**config.mk**
```make
export PLATFORM = sky130hd
export DESIGN_NAME = scrb_register_bank
export DESIGN_NICKNAME = d
export VERILOG_FILES = /design/src/verilog/scrb_pkg.sv /design/src/verilog/scrb_register_bank.sv
export SDC_FILE = /design/constraint.sdc
export NUM_CORES = 1
export LEC_CHECK = 0
export ABC_CLOCK_PERIOD_IN_PS = 31700
export BUFFER_PORTS_ARGS = -buffer_cell sky130_fd_sc_hd__clkbuf_2
export CORE_ASPECT_RATIO = 1.75
export CORE_MARGIN = 2
export CORE_UTILIZATION = 64
export DETAILED_ROUTE_END_ITERATION = 8
export PLACE_DENSITY = 0.88
export SYNTH_ARGS = -nofsm -noshare
export SYNTH_HDL_FRONTEND = slang
export SYNTH_SLANG_ARGS = --single-unit
```
**constraint.sdc**
```tcl
create_clock -name sys_clk -period 31.7 [get_ports sys_clk]
set_input_delay 9.51 -clock sys_clk [delete_from_list [all_inputs] [get_ports sys_clk]]
set_output_delay 9.51 -clock sys_clk [all_outputs]
set_load 0.01 [all_outputs]
```
**src/verilog/scrb_pkg.sv**
```systemverilog
// Purpose: constants for the synthesizer control register bank
// Assumes: 32-bit serial words, address in bits 2:0, read flag in bit 31
// Notes: field positions are given as top bit plus width
package scrb_pkg;
  // ==========================================================
  // word framing
  localparam int WORD_BITS = 32;
  localparam int READ_BIT = 31;
  localparam int ADDR_W = 3;
  localparam logic [2:0] ADDR_REG0 = 3'h0;
  localparam logic [2:0] ADDR_REG1 = 3'h1;
  localparam logic [2:0] ADDR_REG2 = 3'h2;
  localparam logic [2:0] ADDR_REG3 = 3'h3;
  localparam logic [2:0] ADDR_REG4 = 3'h4;
  localparam logic [2:0] ADDR_STATUS = 3'h6;
  // ==========================================================
  // reset values
  localparam logic [31:0] RST_REG0 = 32'h383c0000;
  localparam logic [31:0] RST_REG1 = 32'h00000001;
  localparam logic [31:0] RST_REG2 = 32'h0000fffa;
  localparam logic [31:0] RST_REG3 = 32'h00000043;
  localparam logic [31:0] RST_REG4 = 32'h00000004;
  // ==========================================================
  // register 0 fields
  localparam int R0_MUX_HI = 30;
  localparam int R0_N_HI = 26;
  localparam int R0_F_HI = 14;
  // register 1 fields
  localparam int R1_NUP_HI = 30;
  localparam int R1_HALVER_BIT = 25;
  localparam int R1_RUP_HI = 19;
  localparam int R1_PHASE_HI = 14;
  // register 2 fields
  localparam int R2_NOISE_HI = 30;
  localparam int R2_SLIP_BIT = 28;
  localparam int R2_CP_HI = 27;
  localparam int R2_RHALVE_BIT = 21;
  localparam int R2_DBL_BIT = 20;
  localparam int R2_RLO_HI = 19;
  localparam int R2_MOD_HI = 14;
  // register 3 fields
  localparam int R3_ZFRAC_BIT = 17;
  localparam int R3_CPT_HI = 16;
  localparam int R3_REINIT_BIT = 14;
  localparam int R3_CLAMP_BIT = 13;
  localparam int R3_LIN_HI = 12;
  localparam int R3_WHOLE_BIT = 10;
  localparam int R3_LDTYPE_BIT = 9;
  localparam int R3_LDSPEED_BIT = 8;
  localparam int R3_LDWIN_BIT = 7;
  localparam int R3_POL_BIT = 6;
  localparam int R3_PDN_BIT = 5;
  localparam int R3_FLOAT_BIT = 4;
  localparam int R3_CLR_BIT = 3;
  // register 4 fields
  localparam int R4_REFOFF_BIT = 21;
  localparam int R4_CDM_HI = 20;
  localparam int R4_DIVIDER_COUNT_HI = 18;
  localparam int R4_CONV_HI = 6;
  localparam int R4_TRIG_BIT = 3;
  // status fields
  localparam int ST_POR_BIT = 11;
  localparam int ST_VALID_BIT = 10;
  localparam int ST_RES_HI = 9;
  localparam int ST_RES_LO = 3;
  // ==========================================================
  // codes
  localparam logic [3:0] MUX_SERIAL_OUT = 4'h7;
  localparam logic [1:0] CDM_FAST_LOCK = 2'h1;
  localparam logic [2:0] CONV_TEMP = 3'h1;
  // ==========================================================
  // timing: conversion time at a 100 ns system clock
  localparam int CLK_PERIOD_NS = 100;
  localparam int CONV_TIME_NS = 100000;
  localparam int CONV_CYCLES = (CONV_TIME_NS + CLK_PERIOD_NS - 1)
                               / CLK_PERIOD_NS;
  localparam logic [9:0] CONV_LAST = 10'(CONV_CYCLES - 1);
  typedef enum logic [1:0] {
    CONV_IDLE = 2'h0,
    CONV_BUSY = 2'h1,
    CONV_DONE = 2'h3
  } scrb_conv_e;
endpackage

```
**src/verilog/scrb_register_bank.sv**
```systemverilog
// Purpose: register bank of a fractional/integer-N synthesizer behind a
//   three-wire serial port (serial clock, data, load enable)
// Assumes: serial pins are synchronous to sys_clk and slower than it
// Notes: readback leaves on the test output pin, msb first
//
// Contract
// bit 31 zero writes the addressed register, one requests a read
// low three word bits address the register; 2, 3, 4 as named
// register 1 bit 25 selects undivided or divide-by-two rf input
// ten-bit reference divider split over registers 1 and 2; doubler, halver
// reference divider, halver, doubler, modulus take effect on register 0 write
// register 1 bits 14:3 hold the twelve-bit phase value
// register 2 bits 30:29 pick modulator noise mode; host avoids 01
// register 2 bit 28 enables cycle slip reduction
// register 2 bits 27:24 hold charge-pump current code
// register 2 bits 14:3 hold modulus, valid 2 to 4095
// zero fraction with bit 17 set forces integer-N mode
// register 3 bits 16:15 pump test mode; bit 4 floats pump
// register 3 bit 14 clear reinitialises modulator on each register 0 write
// bit 13 clamps idle pump; nonzero bits 12:11 enable linearity
// register 3 bit 10 selects fractional or integer-N mode
// register 3 bits 9, 8, 7 tune the lock detector
// register 3 bit 6 sets phase detector polarity
// register 3 bit 5 shuts down; register 4 bit 21 reference stage
// register 3 bit 3 holds reference and feedback counters reset
// register 4 bits 20:19 divider function, bits 18:7 divider count
// converter mode, start bit; status reports valid bit 10, result 9:3
// status bit 11 reads one until the status was read back
// register 0 holds low integer bits 26:15 and fraction 14:3
// register 1 bits 30:27 hold upper four integer divide bits
// fast-lock interval starts on each register 0 write when selected
// readback drives test output pin only with selector code 0111
// each completed write loads only the register it addresses
`timescale 1ns/10ps

module scrb_register_bank
  import scrb_pkg::*;
(
  input wire logic sys_clk,
  input wire logic rst,
  input wire logic serClk,
  input wire logic serData,
  input wire logic loadEn,
  input wire logic [6:0] tempCode,
  output logic muxOut,
  output logic muxOe,
  output logic inputHalver,
  output logic [9:0] refDivide,
  output logic refHalveEnable,
  output logic refDoublerEnable,
  output logic [11:0] phaseValue,
  output logic [1:0] modulatorNoiseSelect,
  output logic slipReductionEnable,
  output logic [3:0] chargePumpCurrentCode,
  output logic [11:0] modulus,
  output logic [15:0] integerDivide,
  output logic [11:0] fracValue,
  output logic wholeModeActive,
  output logic [1:0] pumpTestMode,
  output logic pumpFloatEnable,
  output logic pumpClampEnable,
  output logic pumpLinearityEnable,
  output logic lockDetectType,
  output logic lockDetectSpeed,
  output logic lockWindowSelect,
  output logic detectorPolarity,
  output logic powerDown,
  output logic refStageOff,
  output logic counterClear,
  output logic [1:0] dividerFunctionSelect,
  output logic [11:0] dividerCount,
  output logic [2:0] converterFunction,
  output logic [3:0] testOutputSelect,
  output logic modulatorReinit,
  output logic fastLockStart,
  output logic conversionBusy
);

  // ==========================================================
  // serial front end
  logic serClkPrev_q;
  logic loadEnPrev_q;
  logic [31:0] shiftIn_q;
  wire serRise = serClk & ~serClkPrev_q;
  wire loadRise = loadEn & ~loadEnPrev_q;

  // pin history for edge detection, pins are already synchronous
  always_ff @(posedge sys_clk or posedge rst) begin
    if (rst) begin
      serClkPrev_q <= 1'b0;
      loadEnPrev_q <= 1'b0;
    end else begin
      serClkPrev_q <= serClk;
      loadEnPrev_q <= loadEn;
    end
  end

  // data shifts in msb first; only the last 32 bits count
  // no bit counter: a short frame reuses older bits, so the host
  // must always clock out full words before raising load enable
  always_ff @(posedge sys_clk or posedge rst) begin
    if (rst) begin
      shiftIn_q <= '0;
    end else if (serRise) begin
      shiftIn_q <= {shiftIn_q[WORD_BITS-2:0], serData};
    end
  end

  // ==========================================================
  // word decode
  // judged once, on the load enable rise; the shift register keeps
  // moving afterwards but nothing looks at it until the next rise
  wire [2:0] wordAddr = shiftIn_q[ADDR_W-1:0];
  wire wordRead = shiftIn_q[READ_BIT];
  wire doWrite = loadRise & ~wordRead;
  wire doRead = loadRise & wordRead;
  wire wr0 = doWrite & (wordAddr == ADDR_REG0);
  wire wr1 = doWrite & (wordAddr == ADDR_REG1);
  wire wr2 = doWrite & (wordAddr == ADDR_REG2);
  wire wr3 = doWrite & (wordAddr == ADDR_REG3);
  wire wr4 = doWrite & (wordAddr == ADDR_REG4);

  // ==========================================================
  // register storage
  logic [31:0] reg0_q;
  logic [31:0] reg1_q;
  logic [31:0] reg2_q;
  logic [31:0] reg3_q;
  logic [31:0] reg4_q;

  // unmapped write addresses fall through and change nothing
  // reserved codes and unused bits are stored exactly as written;
  // checking them here would hide host mistakes from readback
  always_ff @(posedge sys_clk or posedge rst) begin
    if (rst) begin
      reg0_q <= RST_REG0;
      reg1_q <= RST_REG1;
      reg2_q <= RST_REG2;
      reg3_q <= RST_REG3;
      reg4_q <= RST_REG4;
    end else begin
      if (wr0) reg0_q <= shiftIn_q;
      if (wr1) reg1_q <= shiftIn_q;
      if (wr2) reg2_q <= shiftIn_q;
      if (wr3) reg3_q <= shiftIn_q;
      if (wr4) reg4_q <= shiftIn_q;
    end
  end

  // ==========================================================
  // double-buffered fields
  logic [9:0] refDivide_q;
  logic refHalve_q;
  logic refDoubler_q;
  logic [11:0] modulus_q;
  wire [9:0] refDivideNew = {reg1_q[R1_RUP_HI -: 5],
                             reg2_q[R2_RLO_HI -: 5]};

  // shadow copies reach the synthesizer only on a register 0 write
  // the copies take register 1 and 2 as they stood before that write,
  // so a divider change and its frequency word land together
  always_ff @(posedge sys_clk or posedge rst) begin
    if (rst) begin
      refDivide_q <= {RST_REG1[R1_RUP_HI -: 5], RST_REG2[R2_RLO_HI -: 5]};
      refHalve_q <= RST_REG2[R2_RHALVE_BIT];
      refDoubler_q <= RST_REG2[R2_DBL_BIT];
      modulus_q <= RST_REG2[R2_MOD_HI -: 12];
    end else if (wr0) begin
      refDivide_q <= refDivideNew;
      refHalve_q <= reg2_q[R2_RHALVE_BIT];
      refDoubler_q <= reg2_q[R2_DBL_BIT];
      modulus_q <= reg2_q[R2_MOD_HI -: 12];
    end
  end

  // ==========================================================
  // derived mode bits and register-0 events
  logic wholeMode_q;
  logic linearity_q;
  logic reinit_q;
  logic fastLock_q;
  wire fracZero = (reg0_q[R0_F_HI -: 12] == 12'h000);
  wire wholeNext = reg3_q[R3_WHOLE_BIT]
                   | (fracZero & reg3_q[R3_ZFRAC_BIT]);
  wire linNext = |reg3_q[R3_LIN_HI -: 2];
  wire reinitNext = wr0 & ~reg3_q[R3_REINIT_BIT];
  wire fastNext = wr0
                  & (reg4_q[R4_CDM_HI -: 2] == CDM_FAST_LOCK);

  // registered so these four outputs come straight from a flop
  // costs one cycle of lag on the mode bits, harmless for a loop
  // that settles over microseconds; pulses stand for one cycle only
  always_ff @(posedge sys_clk or posedge rst) begin
    if (rst) begin
      wholeMode_q <= 1'b0;
      linearity_q <= 1'b0;
      reinit_q <= 1'b0;
      fastLock_q <= 1'b0;
    end else begin
      wholeMode_q <= wholeNext;
      linearity_q <= linNext;
      reinit_q <= reinitNext;
      fastLock_q <= fastNext;
    end
  end

  // ==========================================================
  // temperature converter
  scrb_conv_e convState_q;
  scrb_conv_e convState_d;
  logic [9:0] convCount_q;
  logic [6:0] convResult_q;
  wire convStartReq = wr4 & shiftIn_q[R4_TRIG_BIT]
                      & (shiftIn_q[R4_CONV_HI -: 3] == CONV_TEMP);
  wire convEnd = (convState_q == CONV_BUSY) & (convCount_q == CONV_LAST);

  // a new start restarts a running conversion and drops valid
  // illegal code 2'h2 falls back to idle rather than hanging
  always_comb begin
    convState_d = convState_q;
    unique case (convState_q)
      CONV_IDLE: if (convStartReq) convState_d = CONV_BUSY;
      CONV_BUSY: if (convEnd) convState_d = CONV_DONE;
      CONV_DONE: if (convStartReq) convState_d = CONV_BUSY;
      default: convState_d = CONV_IDLE;
    endcase
  end

  // result is captured once, at the end of the conversion time
  // the counter runs freely while idle; only busy looks at it
  always_ff @(posedge sys_clk or posedge rst) begin
    if (rst) begin
      convState_q <= CONV_IDLE;
      convCount_q <= '0;
      convResult_q <= '0;
    end else begin
      convState_q <= convState_d;
      convCount_q <= (convStartReq | convEnd) ? '0 : convCount_q + 10'h001;
      if (convEnd) convResult_q <= tempCode;
    end
  end

  // ==========================================================
  // readback
  logic powerUp_q;
  logic [31:0] shiftOut_q;
  logic muxOut_q;
  logic muxOe_q;
  wire convValid = (convState_q == CONV_DONE);
  wire [31:0] statusWord = {1'b1, 19'h00000, powerUp_q, convValid,
                            convResult_q, ADDR_STATUS};
  wire serialSel = (reg0_q[R0_MUX_HI -: 4] == MUX_SERIAL_OUT);
  wire statusRead = doRead & (wordAddr == ADDR_STATUS) & serialSel;
  logic [31:0] readWord;

  // selection of the word to send back; unmapped reads return zero
  // the status word is built on the fly so a read always sees the
  // flag and converter state of the cycle in which it was requested
  always_comb begin
    unique case (wordAddr)
      ADDR_REG0: readWord = reg0_q;
      ADDR_REG1: readWord = reg1_q;
      ADDR_REG2: readWord = reg2_q;
      ADDR_REG3: readWord = reg3_q;
      ADDR_REG4: readWord = reg4_q;
      ADDR_STATUS: readWord = statusWord;
      default: readWord = '0;
    endcase
  end

  // power-up flag is only set by reset, so no set/clear race exists
  // a read with the test pin elsewhere keeps the flag, as no data left
  always_ff @(posedge sys_clk or posedge rst) begin
    if (rst) begin
      powerUp_q <= 1'b1;
    end else if (statusRead) begin
      powerUp_q <= 1'b0;
    end
  end

  // loaded on the read request, shifted on each serial clock rise
  // a read outranks a shift in the same cycle: the snapshot must win
  always_ff @(posedge sys_clk or posedge rst) begin
    if (rst) begin
      shiftOut_q <= '0;
    end else if (doRead) begin
      shiftOut_q <= readWord;
    end else if (serRise) begin
      shiftOut_q <= {shiftOut_q[WORD_BITS-2:0], 1'b0};
    end
  end

  // pin stays released unless the serial output code is chosen
  // enable follows the selector alone, so the pin is driven even
  // between reads; it then shows zeros shifted in behind the word
  always_ff @(posedge sys_clk or posedge rst) begin
    if (rst) begin
      muxOut_q <= 1'b0;
      muxOe_q <= 1'b0;
    end else begin
      muxOut_q <= serialSel & shiftOut_q[READ_BIT];
      muxOe_q <= serialSel;
    end
  end

  // ==========================================================
  // field outputs, wired straight from register flops except conversionBusy, decoded from the converter state
  // plain fields are live as soon as their register is written;
  // only the double-buffered ones wait for register 0
  assign muxOut = muxOut_q;
  assign muxOe = muxOe_q;
  assign inputHalver = reg1_q[R1_HALVER_BIT];
  assign refDivide = refDivide_q;
  assign refHalveEnable = refHalve_q;
  assign refDoublerEnable = refDoubler_q;
  assign phaseValue = reg1_q[R1_PHASE_HI -: 12];
  assign modulatorNoiseSelect = reg2_q[R2_NOISE_HI -: 2];
  assign slipReductionEnable = reg2_q[R2_SLIP_BIT];
  assign chargePumpCurrentCode = reg2_q[R2_CP_HI -: 4];
  assign modulus = modulus_q;
  assign integerDivide = {reg1_q[R1_NUP_HI -: 4],
                          reg0_q[R0_N_HI -: 12]};
  assign fracValue = reg0_q[R0_F_HI -: 12];
  assign wholeModeActive = wholeMode_q;
  assign pumpTestMode = reg3_q[R3_CPT_HI -: 2];
  assign pumpFloatEnable = reg3_q[R3_FLOAT_BIT];
  assign pumpClampEnable = reg3_q[R3_CLAMP_BIT];
  assign pumpLinearityEnable = linearity_q;
  assign lockDetectType = reg3_q[R3_LDTYPE_BIT];
  assign lockDetectSpeed = reg3_q[R3_LDSPEED_BIT];
  assign lockWindowSelect = reg3_q[R3_LDWIN_BIT];
  assign detectorPolarity = reg3_q[R3_POL_BIT];
  assign powerDown = reg3_q[R3_PDN_BIT];
  assign refStageOff = reg4_q[R4_REFOFF_BIT];
  assign counterClear = reg3_q[R3_CLR_BIT];
  assign dividerFunctionSelect = reg4_q[R4_CDM_HI -: 2];
  assign dividerCount = reg4_q[R4_DIVIDER_COUNT_HI -: 12];
  assign converterFunction = reg4_q[R4_CONV_HI -: 3];
  assign testOutputSelect = reg0_q[R0_MUX_HI -: 4];
  assign modulatorReinit = reinit_q;
  assign fastLockStart = fastLock_q;
  assign conversionBusy = (convState_q == CONV_BUSY);

endmodule

```
Yosys cells after proc, flatten, opt, wreduce, memory -nomap -nowiden
Cells that the tools add are included.
Operators by class
  add/subtract/negate cells: 1
  equality and inequality tests: 13
  multiplexer cells: 7
  bitwise logic cells: 24
  reduce and logical (&&, ||, !) cells: 7
Operator list (number)
  one-hot mux 32 bit (6 select lines): 1
  two-way mux 32 bit: 2
  bitwise AND 1 bit: 18
  zero test 12 bit: 1
  adder 10 x 1 -> 10 bit, second input constant: 1
  == test 10 bit, second input constant: 1
  two-way mux 10 bit: 1
  == test 3 x 1 -> 1 bit, second input constant: 2
  == test 3 x 2 -> 1 bit, second input constant: 2
  == test 3 bit, second input constant: 2
  == test 2 x 1 -> 1 bit, second input constant: 2
  == test 4 x 3 -> 1 bit, second input constant: 1
  two-way mux 2 bit: 2
  != test 2 x 1 -> 1 bit, second input constant: 2
  inverter 1 bit: 4
  one-hot mux 2 bit (2 select lines): 1
  OR reduction 2 bit: 2
  zero test 3 bit: 1
  == test 2 bit, second input constant: 1
  zero test 2 bit: 1
  OR 1 bit: 2
  AND reduction 2 bit: 1
  nonzero test 2 bit: 1
Word-level totals
  flip-flop bits (word level): 276
  input port bits: 12
  output and inout bits: 111
  logic and storage cells: 75

Logic depth before layout (Yosys ltp)
Gate-level depths: netlist of the first run.
  depth in word-level cells: 8
  gate-level depth with buffers: 7
  mapped depth without buffers: 5

Worst setup path before layout of the first run
No wires, ideal clock.
  path type: in2reg
  from: input loadEn
  to: register reg3_q[10]
  library setup time: 125 ps
  data arrival time: 10659 ps
  data required time: 31575 ps
  path slack: 20916 ps
  stages: 6
  buffers on the path: 2
  path through: nor3b_2 > and2b_1 > and3_1 > buf_2 > buf_4 > mux2_2
On the way
  longest elaborated chain between the ends: 3
Ends and longest elaborated chain
  from (decl): line scrb_register_bank.sv:43  | input wire logic loadEn,
  bitwise AND 1 bit: line scrb_register_bank.sv:85  | wire loadRise = loadEn & ~loadEnPrev_q;
  bitwise AND 1 bit: line scrb_register_bank.sv:115  | wire doWrite = loadRise & ~wordRead;
  bitwise AND 1 bit: line scrb_register_bank.sv:120  | wire wr3 = doWrite & (wordAddr == ADDR_REG3);
  to (signal assigned): line scrb_register_bank.sv:145  | if (wr3) reg3_q <= shiftIn_q;
  to (decl): line scrb_register_bank.sv:128  | logic [31:0] reg3_q;
No other way between the ends.
A chain may end at the register's enable or synchronous reset.

==> results.txt, run 1 <==
* Run status: completed
- After detailed routing, the number of vias per cell comes to 6.22.
* Critical path buffers and inverters: 4
* Synth Net Count: 1030
- After the first detailed-routing iteration, the DRC count stood at 774.
* Worst-case headroom to the max-slew limit: 0.285
- In the final layout, flip-flops and latches occupy 6960 sq um.
- Post-synthesis share of cell area spent on xor and xnor gates: 0.00560
- Crit path time final: 11.42 ns
- The number of antenna diodes in the final layout is 0.
- Layout overhead on the synthesized area: 8.22%
* Number of antenna violations at the first check in global routing: 0
- The net count of the finished layout is 1062.
* Ordered cell list for the critical path: clkbuf_2 -> inv_8 -> buf_4 -> buf_4
* Post-DR wirelength/cell: 21.7 um
- Worst EP required: about 32 ns
- The count of endpoints failing hold in the final timing report came to 0.
- CTS buffer count: 24
- Root Driver: sky130_fd_sc_hd__clkbuf_16
- In this run the number of H-tree levels came out at 1.
- Setup violations remaining at the end of the flow were counted as 0.
- Worst min-delay path class: flip-flop to flip-flop
* Worst IR Drop VDD: 0.0546 mV
- Cell family with most CP delay: buffers and inverters
* Clock tree from TritonCTS: yes
- Row generation in the floorplan step produced 67 rows.
- Of the available clock period, the critical path in the final layout requires 0.360.
- The area fraction in compound gates after synthesis was 0.0682.
- For this configuration, the core starts out at a cell density of 0.652.
- Final-layout fill cell count: approximately 1.3k
- Post-DRT Antenna Nets: 0
- Proportion of register bits with asynchronous set or reset after synthesis: 1.00
- Post-CTS Hold Fix Bufs: 0
* Kind of end point of the critical path: asynchronous set/reset pin
- In the global route stage, overall resource usage came out at 0.283.
- The tightest hold path in the finished design has a slack of 0.470 ns.
- The HPWL after detailed placement is 17500 um.
- Cell with the biggest individual delay on the critical path: sky130_fd_sc_hd__buf_4
- Layout cell share with drive strength beyond 1: 0.379
- Of all nets on the critical path, the largest fanout is 148.
* Setup repair after global routing missed its margin: false
- The later pin in the worst-skew pair is clocked with a latency of 0.52 ns.
- Post-CTS setup repair buffer count: 0
- CTS clk-pin slew, worst paths: 0.07 ns
* Floorplan Core Area: approximately 19000 sq um
- The routed layout has 8121 vias.
* Cell accounting for the most synthesized area: sky130_fd_sc_hd__dfrtp_1
- After synthesis, the mean cell area works out to 12.3 sq um.
- Power density over cell area: 65.4 nW/um^2
* Clock tree buffer depth: 3
- Worst path arrival time: 11.94 ns
- After technology mapping, the gate count stands at 1014.
* Clk sink count: 276
* EDFF count, synth: 0
* Total standard cell area after synthesis: about 13000 sq um
* Largest cells by area after synthesis: sky130_fd_sc_hd__dfrtp_1 (47%), sky130_fd_sc_hd__mux2_2 (15%), sky130_fd_sc_hd__dfstp_2 (8.4%), sky130_fd_sc_hd__buf_4 (4.5%), sky130_fd_sc_hd__nand2_1 (4.2%)
- Wires add up to 28300 um.
- STA classifies the critical path startpoint as an input pin.
- The clock arrives with between 0.006 and 0.007 ns of skew.
* Most common cell on crit path: sky130_fd_sc_hd__buf_4
- Of the total synthesized cell area, the portion taken by full adders, half adders and majority gates is 0.00400.
- Library cells used by synthesis: 54
- Top flip-flop cell by instance count after synthesis: sky130_fd_sc_hd__dfrtp_1
- Leak: 6.69 nW
- Syn. warnings: 0
* Synth Register Bits: 276
* Wire length of the first global-routing pass: around 45000 um
- The first detailed-routing pass ran for 5 iterations.
- Max Transition Viols Final: 0
- Area used by multi-input combinational logic: roughly 4700 sq um
- Simple-gate portion of the synthesized area: 0.0816
* Sum of overflow across all layers after global routing: 0
- By area, the combinational part of the netlist is dominated by multiplexers.
- The via count of the first global-routing pass is around 8.6k.
- Worst path max stage delay: about 0.79 ns
- After routing, the total negative slack on setup checks comes to 0 ns.
- Fraction of synthesized area in multiplexers: 0.216
- Share of the synthesized area in the top cell type: 0.472
- Vertical die dimension: 189 um
- Number of max-capacitance violations reported: 0
* Final weighted congestion of routability-driven global placement: 0.776
- Total DRC errors in the routed layout: 0
- CP Class: input pin to asynchronous set/reset pin
- Post-synthesis sequential area ratio: 0.556
- Max Freq: 87.5 MHz
* Total Die Area: 20700 sq um
* Number of buffers inserted by port buffering: 122
* Chip width: 110 um
- Entering global routing, the biggest net connects ~150 pins.
- Transition at the pin with the smallest max-transition slack: 1.07 ns
* Post-CTS sizing: 0
- IO Pins: 123
## layout make-up
type | instances | area share
Sequential cell | 276 | 0.514
Multi-Input combinational cell | 598 | 0.348
Timing Repair Buffer | 135 | 0.0523
Clock buffer | 33 | 0.0499
Tap cell | 241 | 0.0223
Clock inverter | 11 | 0.00998
Inverter | 11 | 0.00360
## layout by cell type (no fill, tap or decap), types with 6 or more instances in the layout
cell type | synthesis | final
sky130_fd_sc_hd__mux2_2 | 168 | 168
sky130_fd_sc_hd__nor2b_1 | 12 | 11
sky130_fd_sc_hd__clkbuf_2 | 0 | 122
sky130_fd_sc_hd__nand2_1 | 139 | 138
sky130_fd_sc_hd__dfstp_2 | 40 | 40
sky130_fd_sc_hd__mux4_2 | 7 | 7
sky130_fd_sc_hd__xnor2_1 | 6 | 6
sky130_fd_sc_hd__a21boi_0 | 6 | 6
sky130_fd_sc_hd__dfrtp_1 | 236 | 234
sky130_fd_sc_hd__o21ai_0 | 24 | 24
sky130_fd_sc_hd__mux2_1 | 19 | 19
sky130_fd_sc_hd__o2bb2ai_1 | 11 | 11
sky130_fd_sc_hd__a21oi_1 | 25 | 25
sky130_fd_sc_hd__and2_1 | 14 | 14
sky130_fd_sc_hd__clkinv_2 | 0 | 6
sky130_fd_sc_hd__clkbuf_1 | 25 | 6
sky130_fd_sc_hd__a311oi_1 | 9 | 9
sky130_fd_sc_hd__mux2i_1 | 44 | 44
sky130_fd_sc_hd__nor2_1 | 16 | 16
sky130_fd_sc_hd__a31oi_1 | 15 | 15
sky130_fd_sc_hd__nand3_1 | 7 | 6
sky130_fd_sc_hd__buf_4 | 75 | 13
sky130_fd_sc_hd__inv_1 | 10 | 9
sky130_fd_sc_hd__clkbuf_16 | 0 | 25
sky130_fd_sc_hd__o221ai_1 | 8 | 8
sky130_fd_sc_hd__a22oi_1 | 16 | 16
## state kept, by name, summed over array words and instances (netlist names), 2 cells and up
register and cells:
convState_q 2, convResult_q 7, reg0_q 32, reg4_q 32, shiftIn_q 32, reg1_q 32, shiftOut_q 32, refDivide 10
reg3_q 32, convCount_q 10, modulus 12, reg2_q 32
## synthesized netlist by cell type (2+ instances only)
master	count
sky130_fd_sc_hd__dfrtp_1	236
sky130_fd_sc_hd__mux2_2	168
sky130_fd_sc_hd__nand2_1	139
sky130_fd_sc_hd__buf_4	75
sky130_fd_sc_hd__mux2i_1	44
sky130_fd_sc_hd__dfstp_2	40
sky130_fd_sc_hd__buf_2	26
sky130_fd_sc_hd__a21oi_1	25
sky130_fd_sc_hd__clkbuf_1	25
sky130_fd_sc_hd__o21ai_0	24
sky130_fd_sc_hd__mux2_1	19
sky130_fd_sc_hd__a22oi_1	16
sky130_fd_sc_hd__nor2_1	16
sky130_fd_sc_hd__a31oi_1	15
sky130_fd_sc_hd__and2_1	14
sky130_fd_sc_hd__nor2b_1	12
sky130_fd_sc_hd__o2bb2ai_1	11
sky130_fd_sc_hd__inv_1	10
sky130_fd_sc_hd__a311oi_1	9
sky130_fd_sc_hd__o221ai_1	8
sky130_fd_sc_hd__mux4_2	7
sky130_fd_sc_hd__nand3_1	7
sky130_fd_sc_hd__a21boi_0	6
sky130_fd_sc_hd__xnor2_1	6
sky130_fd_sc_hd__nand2b_1	5
sky130_fd_sc_hd__ha_1	4
sky130_fd_sc_hd__or2_2	4
sky130_fd_sc_hd__and3_1	3
sky130_fd_sc_hd__buf_6	3
sky130_fd_sc_hd__nand4_1	3
sky130_fd_sc_hd__nor3_1	3
sky130_fd_sc_hd__a211oi_1	2
sky130_fd_sc_hd__and2b_1	2
sky130_fd_sc_hd__nand4b_1	2
sky130_fd_sc_hd__nor3b_1	2
sky130_fd_sc_hd__nor4_1	2
sky130_fd_sc_hd__o2111a_1	2
sky130_fd_sc_hd__o22ai_1	2
sky130_fd_sc_hd__xor2_1	2
## cells by family after synthesis
group                    after synthesis
adder cells (fa/ha/maj)                4
AND/OR/NAND/NOR                      222
XOR/XNOR                               8
flip-flops                           276
AO/OA/AOI/OAI                        126
buffers and inverters                140
multiplexers                         238
## worst min-delay path: stages, from the launching register on
cell and delay [ns]:
sky130_fd_sc_hd__dfstp_2 0.37, sky130_fd_sc_hd__inv_1 0.05, sky130_fd_sc_hd__a41oi_1 0.04
## where the power goes
| group | internal (W) | switching, W |
|---|---|---|
| registers | 0.000401 | 0.0000436 |
| clock network | 0.000174 | 0.000127 |
| logic | 0.0000620 | 0.0000778 |
| total | 0.000638 | 0.000248 |
## final timing paths
kind,slack [ns],to,start,depth (start not counted)
min,0.47,powerUp_q,powerUp_q,2
max,20.28,shiftIn_q[2],rst,4
min in group asynchronous,9.22,convState_q[0],rst,2
min reg2reg,0.47,powerUp_q,powerUp_q,2
max in group sys_clk,20.58,reg2_q[3],loadEn,6
max reg2reg,28.52,reg2_q[26],shiftIn_q[0],5
## per-stage QoR
stage	worst slack, ns	cells	util	total power (W)	area (sq um)
floorplan	14.65	1014	-	0.000549	12500
global placement	19.64	1261	0.663	0.000581	12700
detailed placement	19.58	1261	0.663	0.000589	12700
CTS	20.14	1305	0.706	0.000887	13500
global route	19.78	1305	0.706	0.000921	13500
finish	20.28	1305	0.706	0.000886	13500
## per-layer routing
layer	track usage	share of wire	vias up	routed length [um]
met5	0	0	-	0
met4	0.142	0.047	0	1340
met3	0.0320	0.055	88	1560
met2	0.489	0.53	331	15100
met1	0.344	0.37	4160	10300
li1	-	-	3542	-
Power figures use the tool's default switching activity.
==> run 2: changes to the inputs <==
--- a/config.mk
+++ b/config.mk
@@ -5,13 +5,13 @@
 export SDC_FILE = /design/constraint.sdc
 export NUM_CORES = 1
 export LEC_CHECK = 0
-export ABC_CLOCK_PERIOD_IN_PS = 31700
+export ABC_CLOCK_PERIOD_IN_PS = 10500
 export BUFFER_PORTS_ARGS = -buffer_cell sky130_fd_sc_hd__clkbuf_2
 export CORE_ASPECT_RATIO = 1.75
 export CORE_MARGIN = 2
-export CORE_UTILIZATION = 64
+export CORE_UTILIZATION = 54
 export DETAILED_ROUTE_END_ITERATION = 8
-export PLACE_DENSITY = 0.88
+export PLACE_DENSITY = 0.8
 export SYNTH_ARGS = -nofsm -noshare
 export SYNTH_HDL_FRONTEND = slang
 export SYNTH_SLANG_ARGS = --single-unit
==> constraint.sdc (replaced) <==
create_clock -name sys_clk -period 10.5 [get_ports sys_clk]
set_input_delay 3.15 -clock sys_clk [delete_from_list [all_inputs] [get_ports sys_clk]]
set_output_delay 3.15 -clock sys_clk [all_outputs]
set_load 0.01 [all_outputs]
==> results.txt, run 2 (synthesis results as in run 1) <==
- Startpoint of the most critical setup path: rst
* Total Routing Usage GR: 0.233
- Port buffering added 122 buffers.
* Clock tree from TritonCTS: yes
* Sum of overflow across all layers after global routing: 0
* Number of max-capacitance violations reported: 0
- The run finished with clean final reports.
* Post-Route Setup TNS: 0 ns
- During I/O placement, the number of pins put on the boundary was 123.
- Dividing total power by cell area gives a power density of 201 nW/um^2.
- Post-DRT Antenna Nets: 0
* Post-layout utilization of the core: 0.604
- The core region is about 23000 sq um.
- The initial utilization of the core area, before any placement, comes to 0.550.
- Once the clock tree was built, the resizer swapped 0 gates to a different size.
* Layout overhead on the synthesized area: 9.78%
* Chip width: 119 um
- The startpoint identified for the worst register-to-register timing path is shiftIn_q[1].
- The count of final max-slew check failures was 0.
- In the routed layout, each cell is associated on average with a via count of about 5.8.
- In this run, post-CTS hold repair placed 0 buffers.
* Largest net degree at the start of global routing: between 150 and 200
- STA puts the critical path data required time at 10.93 ns.
- Final clock period utilization by the worst path: 0.445
- Net switching component of the power: roughly 0.00076 W
* Sequential power share: 0.482
- Leaving out filler cells and counting taps, the final layout contains 1367.
- CTS buffer count: 25
* Hold Startpoint: powerUp_q
- Detailed placement finished with a half-perimeter wire length of 17400 um.
- Highest-count cells in the layout ignoring fill and taps: sky130_fd_sc_hd__dfrtp_1 (234), sky130_fd_sc_hd__mux2_2 (168), sky130_fd_sc_hd__nand2_1 (137), sky130_fd_sc_hd__clkbuf_2 (122), sky130_fd_sc_hd__mux2i_1 (44)
- The congestion estimate from routability-driven global placement came to 0.773.
* Final setup fails: 0
- Total DRC errors in the routed layout: 0
* Worst path arrival time: 5.10 ns
- The final layout contains 1063 nets.
* Layout cell share with drive strength beyond 1: 0.385
- DRC marker count from the first detailed-route iteration: 505
- Total Die Area: ~24000 sq um
- Setup repair after global routing missed its margin: false
- Maximum clock skew at final layout: 0.00959 ns
- Most common cell after layout, fill and taps aside: sky130_fd_sc_hd__dfrtp_1
- Crit path time final: 4.67 ns
- CP Class: input pin to asynchronous set/reset pin
* Net Sw Frac: 0.273
- Post-Place Cells: ~1.3k
- Via count of the first global-routing pass: 8260
* Max FO, Critical Path: around 190
- From bottom edge to top edge, the die measures ~200 um.
- Worst-case headroom to the max-slew limit: 0.243
- Power share of the combinational group: 0.153
- Clock group share of total power: 0.364
- VDD sags by at most 0.0924 mV.
- For this design the static power due to leakage is 6.75 nW.
* Internal power component: about 0.0020 W
- Startpoint class of the critical path: input pin
- The initial antenna violation count is 1.
- At the later pin of the worst-skew pair, clock insertion delay measures 0.54 ns.
* Clock tree buffer depth: 3
* Post-CTS setup repair buffer count: 0
- Kind of end point of the critical path: asynchronous set/reset pin
- The first global-routing pass estimated around 45000 um of wire.
* Routed WL: 28100 um
- Hold violation total from the final report: 0
- Worst min-delay path class: flip-flop to flip-flop
- CTS placed an instance of sky130_fd_sc_hd__clkbuf_16 at the clock tree root.
- For the pin with the worst max-slew slack, the measured transition is approximately 1.1 ns.
- The first detailed-routing pass ran for 5 iterations.
- The detailed router placed 7875 vias in this run.
* Num rows: 73
- Clk sink count: 276
* Max Freq: 214 MHz
- Total number of H-tree levels: 1
- Clock-pin slew was measured on the worst setup and hold paths at 0.07 ns.
* Post-DR wirelength/cell: 20.6 um
-- run 2: cell count changes in the layout (fill, tap and decap cells not counted), sizes merged --
cell / delta
bufinv: +2
diode: +1
clkinvlp: -1
clkbuf: +1
-- run 2: per-layer routing --
| layer | up-vias | global-route usage | part of all wire |
|---|---|---|---|
| met3 | 59 | 0.0302 | 0.041 |
| met1 | 4058 | 0.283 | 0.39 |
| met2 | 200 | 0.419 | 0.54 |
| met4 | 0 | 0.0957 | 0.031 |
| met5 | - | 0 | 0 |
| li1 | 3558 | - | - |
-- run 2: final timing paths --
path,cells after the start,slack (ns),to
setup / recovery,4,5.83,shiftIn_q[2]
hold / removal,2,0.47,powerUp_q
setup reg to reg,5,7.23,reg4_q[14]
hold reg to reg,2,0.47,powerUp_q
max in group sys_clk,5,5.83,reg3_q[22]
min in group asynchronous,3,2.86,refDivide[1]
-- run 2: cell type report --
class | count | area [sq um]
diodes | 1 | 2.50
clock buffers | 34 | 729
clock inverters | 12 | 189
fillers | 1754 | 9000
inverters | 11 | 45.0
multi-input cells | 598 | 4720
flip-flops and latches | 276 | 6960
well taps | 300 | 375
repair buffers | 135 | 721
-- run 2: power groups by stage --
stage,sequential (W),combinational [W],clock [W]
after global placement,0.00135,0.000414,0
after CTS,0.00133,0.000428,0.00102
after detailed placement,0.00135,0.000425,0
after global routing,0.00135,0.000467,0.00106
after floorplan,0.00131,0.000344,0
final,0.00133,0.000424,0.00101
-- run 2: critical path, stage by stage --
cell and delay, ns:
sky130_fd_sc_hd__clkbuf_2 0.10, sky130_fd_sc_hd__clkinvlp_4 0.07, sky130_fd_sc_hd__buf_12 0.64, sky130_fd_sc_hd__buf_4 0.95
-- run 2: metrics by stage --
step | instance area, sq um | setup WS [ns] | hold WS [ns] | power (W)
2_1_floorplan | 12500 | 3.73 | 0.419 | 0.00166
3_3_place_gp | 12800 | 5.23 | 0.445 | 0.00176
3_5_place_dp | 12800 | 5.20 | 0.449 | 0.00178
4_1_cts | 13700 | 5.76 | 0.462 | 0.00278
5_1_grt | 13700 | 5.47 | 0.471 | 0.00288
6_report | 13700 | 5.83 | 0.467 | 0.00277
==> run 3: changes to the inputs <==
--- a/config.mk
+++ b/config.mk
@@ -5,13 +5,13 @@
 export SDC_FILE = /design/constraint.sdc
 export NUM_CORES = 1
 export LEC_CHECK = 0
-export ABC_CLOCK_PERIOD_IN_PS = 10500
+export ABC_CLOCK_PERIOD_IN_PS = 4500
 export BUFFER_PORTS_ARGS = -buffer_cell sky130_fd_sc_hd__clkbuf_2
 export CORE_ASPECT_RATIO = 1.75
 export CORE_MARGIN = 2
-export CORE_UTILIZATION = 54
+export CORE_UTILIZATION = 59
 export DETAILED_ROUTE_END_ITERATION = 8
-export PLACE_DENSITY = 0.8
+export PLACE_DENSITY = 0.83
 export SYNTH_ARGS = -nofsm -noshare
 export SYNTH_HDL_FRONTEND = slang
 export SYNTH_SLANG_ARGS = --single-unit
==> constraint.sdc (replaced) <==
create_clock -name sys_clk -period 4.5 [get_ports sys_clk]
set_input_delay 1.35 -clock sys_clk [delete_from_list [all_inputs] [get_ports sys_clk]]
set_output_delay 1.35 -clock sys_clk [all_outputs]
set_load 0.01 [all_outputs]
==> results.txt, run 3 (synthesis results as in run 1) <==
* Post-CTS sizing: 0
- Number of cells on the worst reg-to-reg path: 4
* Power density over cell area: around 480 nW/um^2
- The worst pin sits at a relative slew slack of 0.278.
* Max FO, Critical Path: 46
* Clock tree from TritonCTS: yes
- Clock latency reported for the late side of the worst-skew pair: 0.52 ns
- CP Class: flip-flop to flip-flop
* Worst EP required: 4.89 ns
- After detailed routing, the number of vias per cell comes to just over 6.
* Routed WL: 28600 um
- Largest net degree at the start of global routing: 106
* Max Transition Viols Final: 0
* Hold violation total from the final report: 0
- Summed over all failing endpoints, the final setup total negative slack is 0 ns.
* HPWL Detailed: 17600 um
- Final weighted congestion of routability-driven global placement: about 0.80
* Total DRC errors in the routed layout: 0
* Floorplan Core Area: 20800 sq um
- DRC marker count from the first detailed-route iteration: between 500 and 600
- Number of nets in the layout: 1066
- Number of buffers inserted by port buffering: 122
- CTS clk-pin slew, worst paths: 0.07 ns
- Vias: 7992
* Maximum clock skew at final layout: 0.00704 ns
- For this run, the detailed router's first-pass iteration total came to 5.
* Most common cell after layout, fill and taps aside: sky130_fd_sc_hd__dfrtp_1
* Run status: completed
- Post-DR wirelength/cell: 21.6 um
- Total number of H-tree levels: 1
- Buffers inserted to repair hold after CTS numbered 0.
* Num rows: 70
- Highest-count cells in the layout ignoring fill and taps: sky130_fd_sc_hd__dfrtp_1 (234), sky130_fd_sc_hd__mux2_2 (168), sky130_fd_sc_hd__nand2_1 (137), sky130_fd_sc_hd__clkbuf_2 (122), sky130_fd_sc_hd__mux2i_1 (44)
* Reg-to-reg startpoint: shiftIn_q[1]
- Relative to the synthesized area, the layout overhead comes to 10.3%.
* Post-layout utilization of the core: 0.662
- Post-route cell area: approximately 14000 sq um
- Startpoint class of the critical path: flip-flop
* Critical register-to-register path endpoint: reg2_q[21]
- Initial core utilization: 0.600
- Setup violations remaining at the end of the flow were counted as 0.
- In the global route stage, overall resource usage came out at 0.261.
* IO Pins: around 120
- After clock tree synthesis, the setup repair step added 0 buffers.
- The via count of the first global-routing pass is 8448.
* Layout cell share with drive strength beyond 1: 0.386
* Root Driver: sky130_fd_sc_hd__clkbuf_16
- Number of max-capacitance violations reported: 0
* Post-DRT Antenna Nets: 0
* Leak: 6.79 nW
- Worst min-delay path class: flip-flop to flip-flop
- The initial antenna violation count was 1.
- Worst path arrival time: between 3 and 4 ns
- Wire length of the first global-routing pass: 45900 um
- Chip width: about 110 um
- Clk sink count: between 200 and 300
- The completed layout was analyzed and its total power is 0.00660 W.
* Transition at the pin with the smallest max-transition slack: 1.08 ns
- Setup repair after global routing left no endpoint under its margin.
* Endpoint of the most critical setup path: reg2_q[21]
- Area post-placement: 12800 sq um
* Sum of overflow across all layers after global routing: 0
- Worst IR Drop VDD: 0.380 mV
* Kind of end point of the critical path: flip-flop
- Crit path time final: 3.05 ns
- Setup slack, reg-to-reg: 1.45 ns
- The clock passes through at most 3 buffers.
- Final clock period utilization by the worst path: 0.678
- Max Freq: 328 MHz
- The die covers between 20000 and 25000 sq um.
- Vertical die dimension: 197 um
- The most critical setup path has its startpoint at shiftIn_q[1].
* CTS buffer count: 25
* Final-layout fill cell count: 1529
[run 3: cell count changes in the layout (fill, tap and decap cells not counted), moves of 2 or more]
| cell | delta |
|---|---|
| sky130_fd_sc_hd__buf_12 | +4 |
| sky130_fd_sc_hd__clkinv_2 | -4 |
| sky130_fd_sc_hd__bufinv_16 | +3 |
| sky130_fd_sc_hd__clkinvlp_4 | +3 |
| sky130_fd_sc_hd__clkbuf_8 | -2 |
[run 3: report_power, final]
group	switching (W)	internal (W)	total, W
clock	0.000920	0.00156	0.00248
sequential	0.000325	0.00283	0.00315
combinational	0.000528	0.000444	0.000972
total	0.00177	0.00483	0.00660
[run 3: how the worst min path moves through the flow]
stage	from	endpoint	slack, ns	cells past startpoint
floorplan	reg3_q[14]	modulatorReinit	0.42	1
global placement	powerUp_q	powerUp_q	0.44	2
global route	powerUp_q	powerUp_q	0.47	2
detailed placement	powerUp_q	powerUp_q	0.44	2
finish	powerUp_q	powerUp_q	0.45	2
CTS	powerUp_q	powerUp_q	0.45	2
[run 3: metrics by stage]
step           cells  setup WS (ns)  hold WS (ns)
4_1_cts         1320           1.47         0.452
2_1_floorplan   1014         -0.469         0.419
5_1_grt         1321           1.37         0.473
3_3_place_gp    1275           1.23         0.445
6_report        1321           1.45         0.450
3_5_place_dp    1275           1.15         0.439
[run 3: per-layer routing]
metal,track usage,part of all wire
met5,0,0
met4,0.130,0.042
met3,0.0351,0.052
met2,0.451,0.53
met1,0.320,0.38
[run 3: critical path, cell delays in order (launching register included)]
cell and delay (ns):
sky130_fd_sc_hd__dfrtp_2 0.73, sky130_fd_sc_hd__buf_4 0.63, sky130_fd_sc_hd__and2b_1 0.35, sky130_fd_sc_hd__nand2_2 0.66
sky130_fd_sc_hd__mux2_2 0.54
[run 3: area by class of cell]
class	count	area, sq um	share of cell area
multi-input combinational	598	4720	0.342
tap	252	315	0.0228
inverter	11	45.0	0.00326
clock inverter	13	273	0.0198
sequential	276	6960	0.504
timing repair buffer	138	793	0.0574
clock buffer	32	702	0.0508
antenna	1	2.50	0.000181
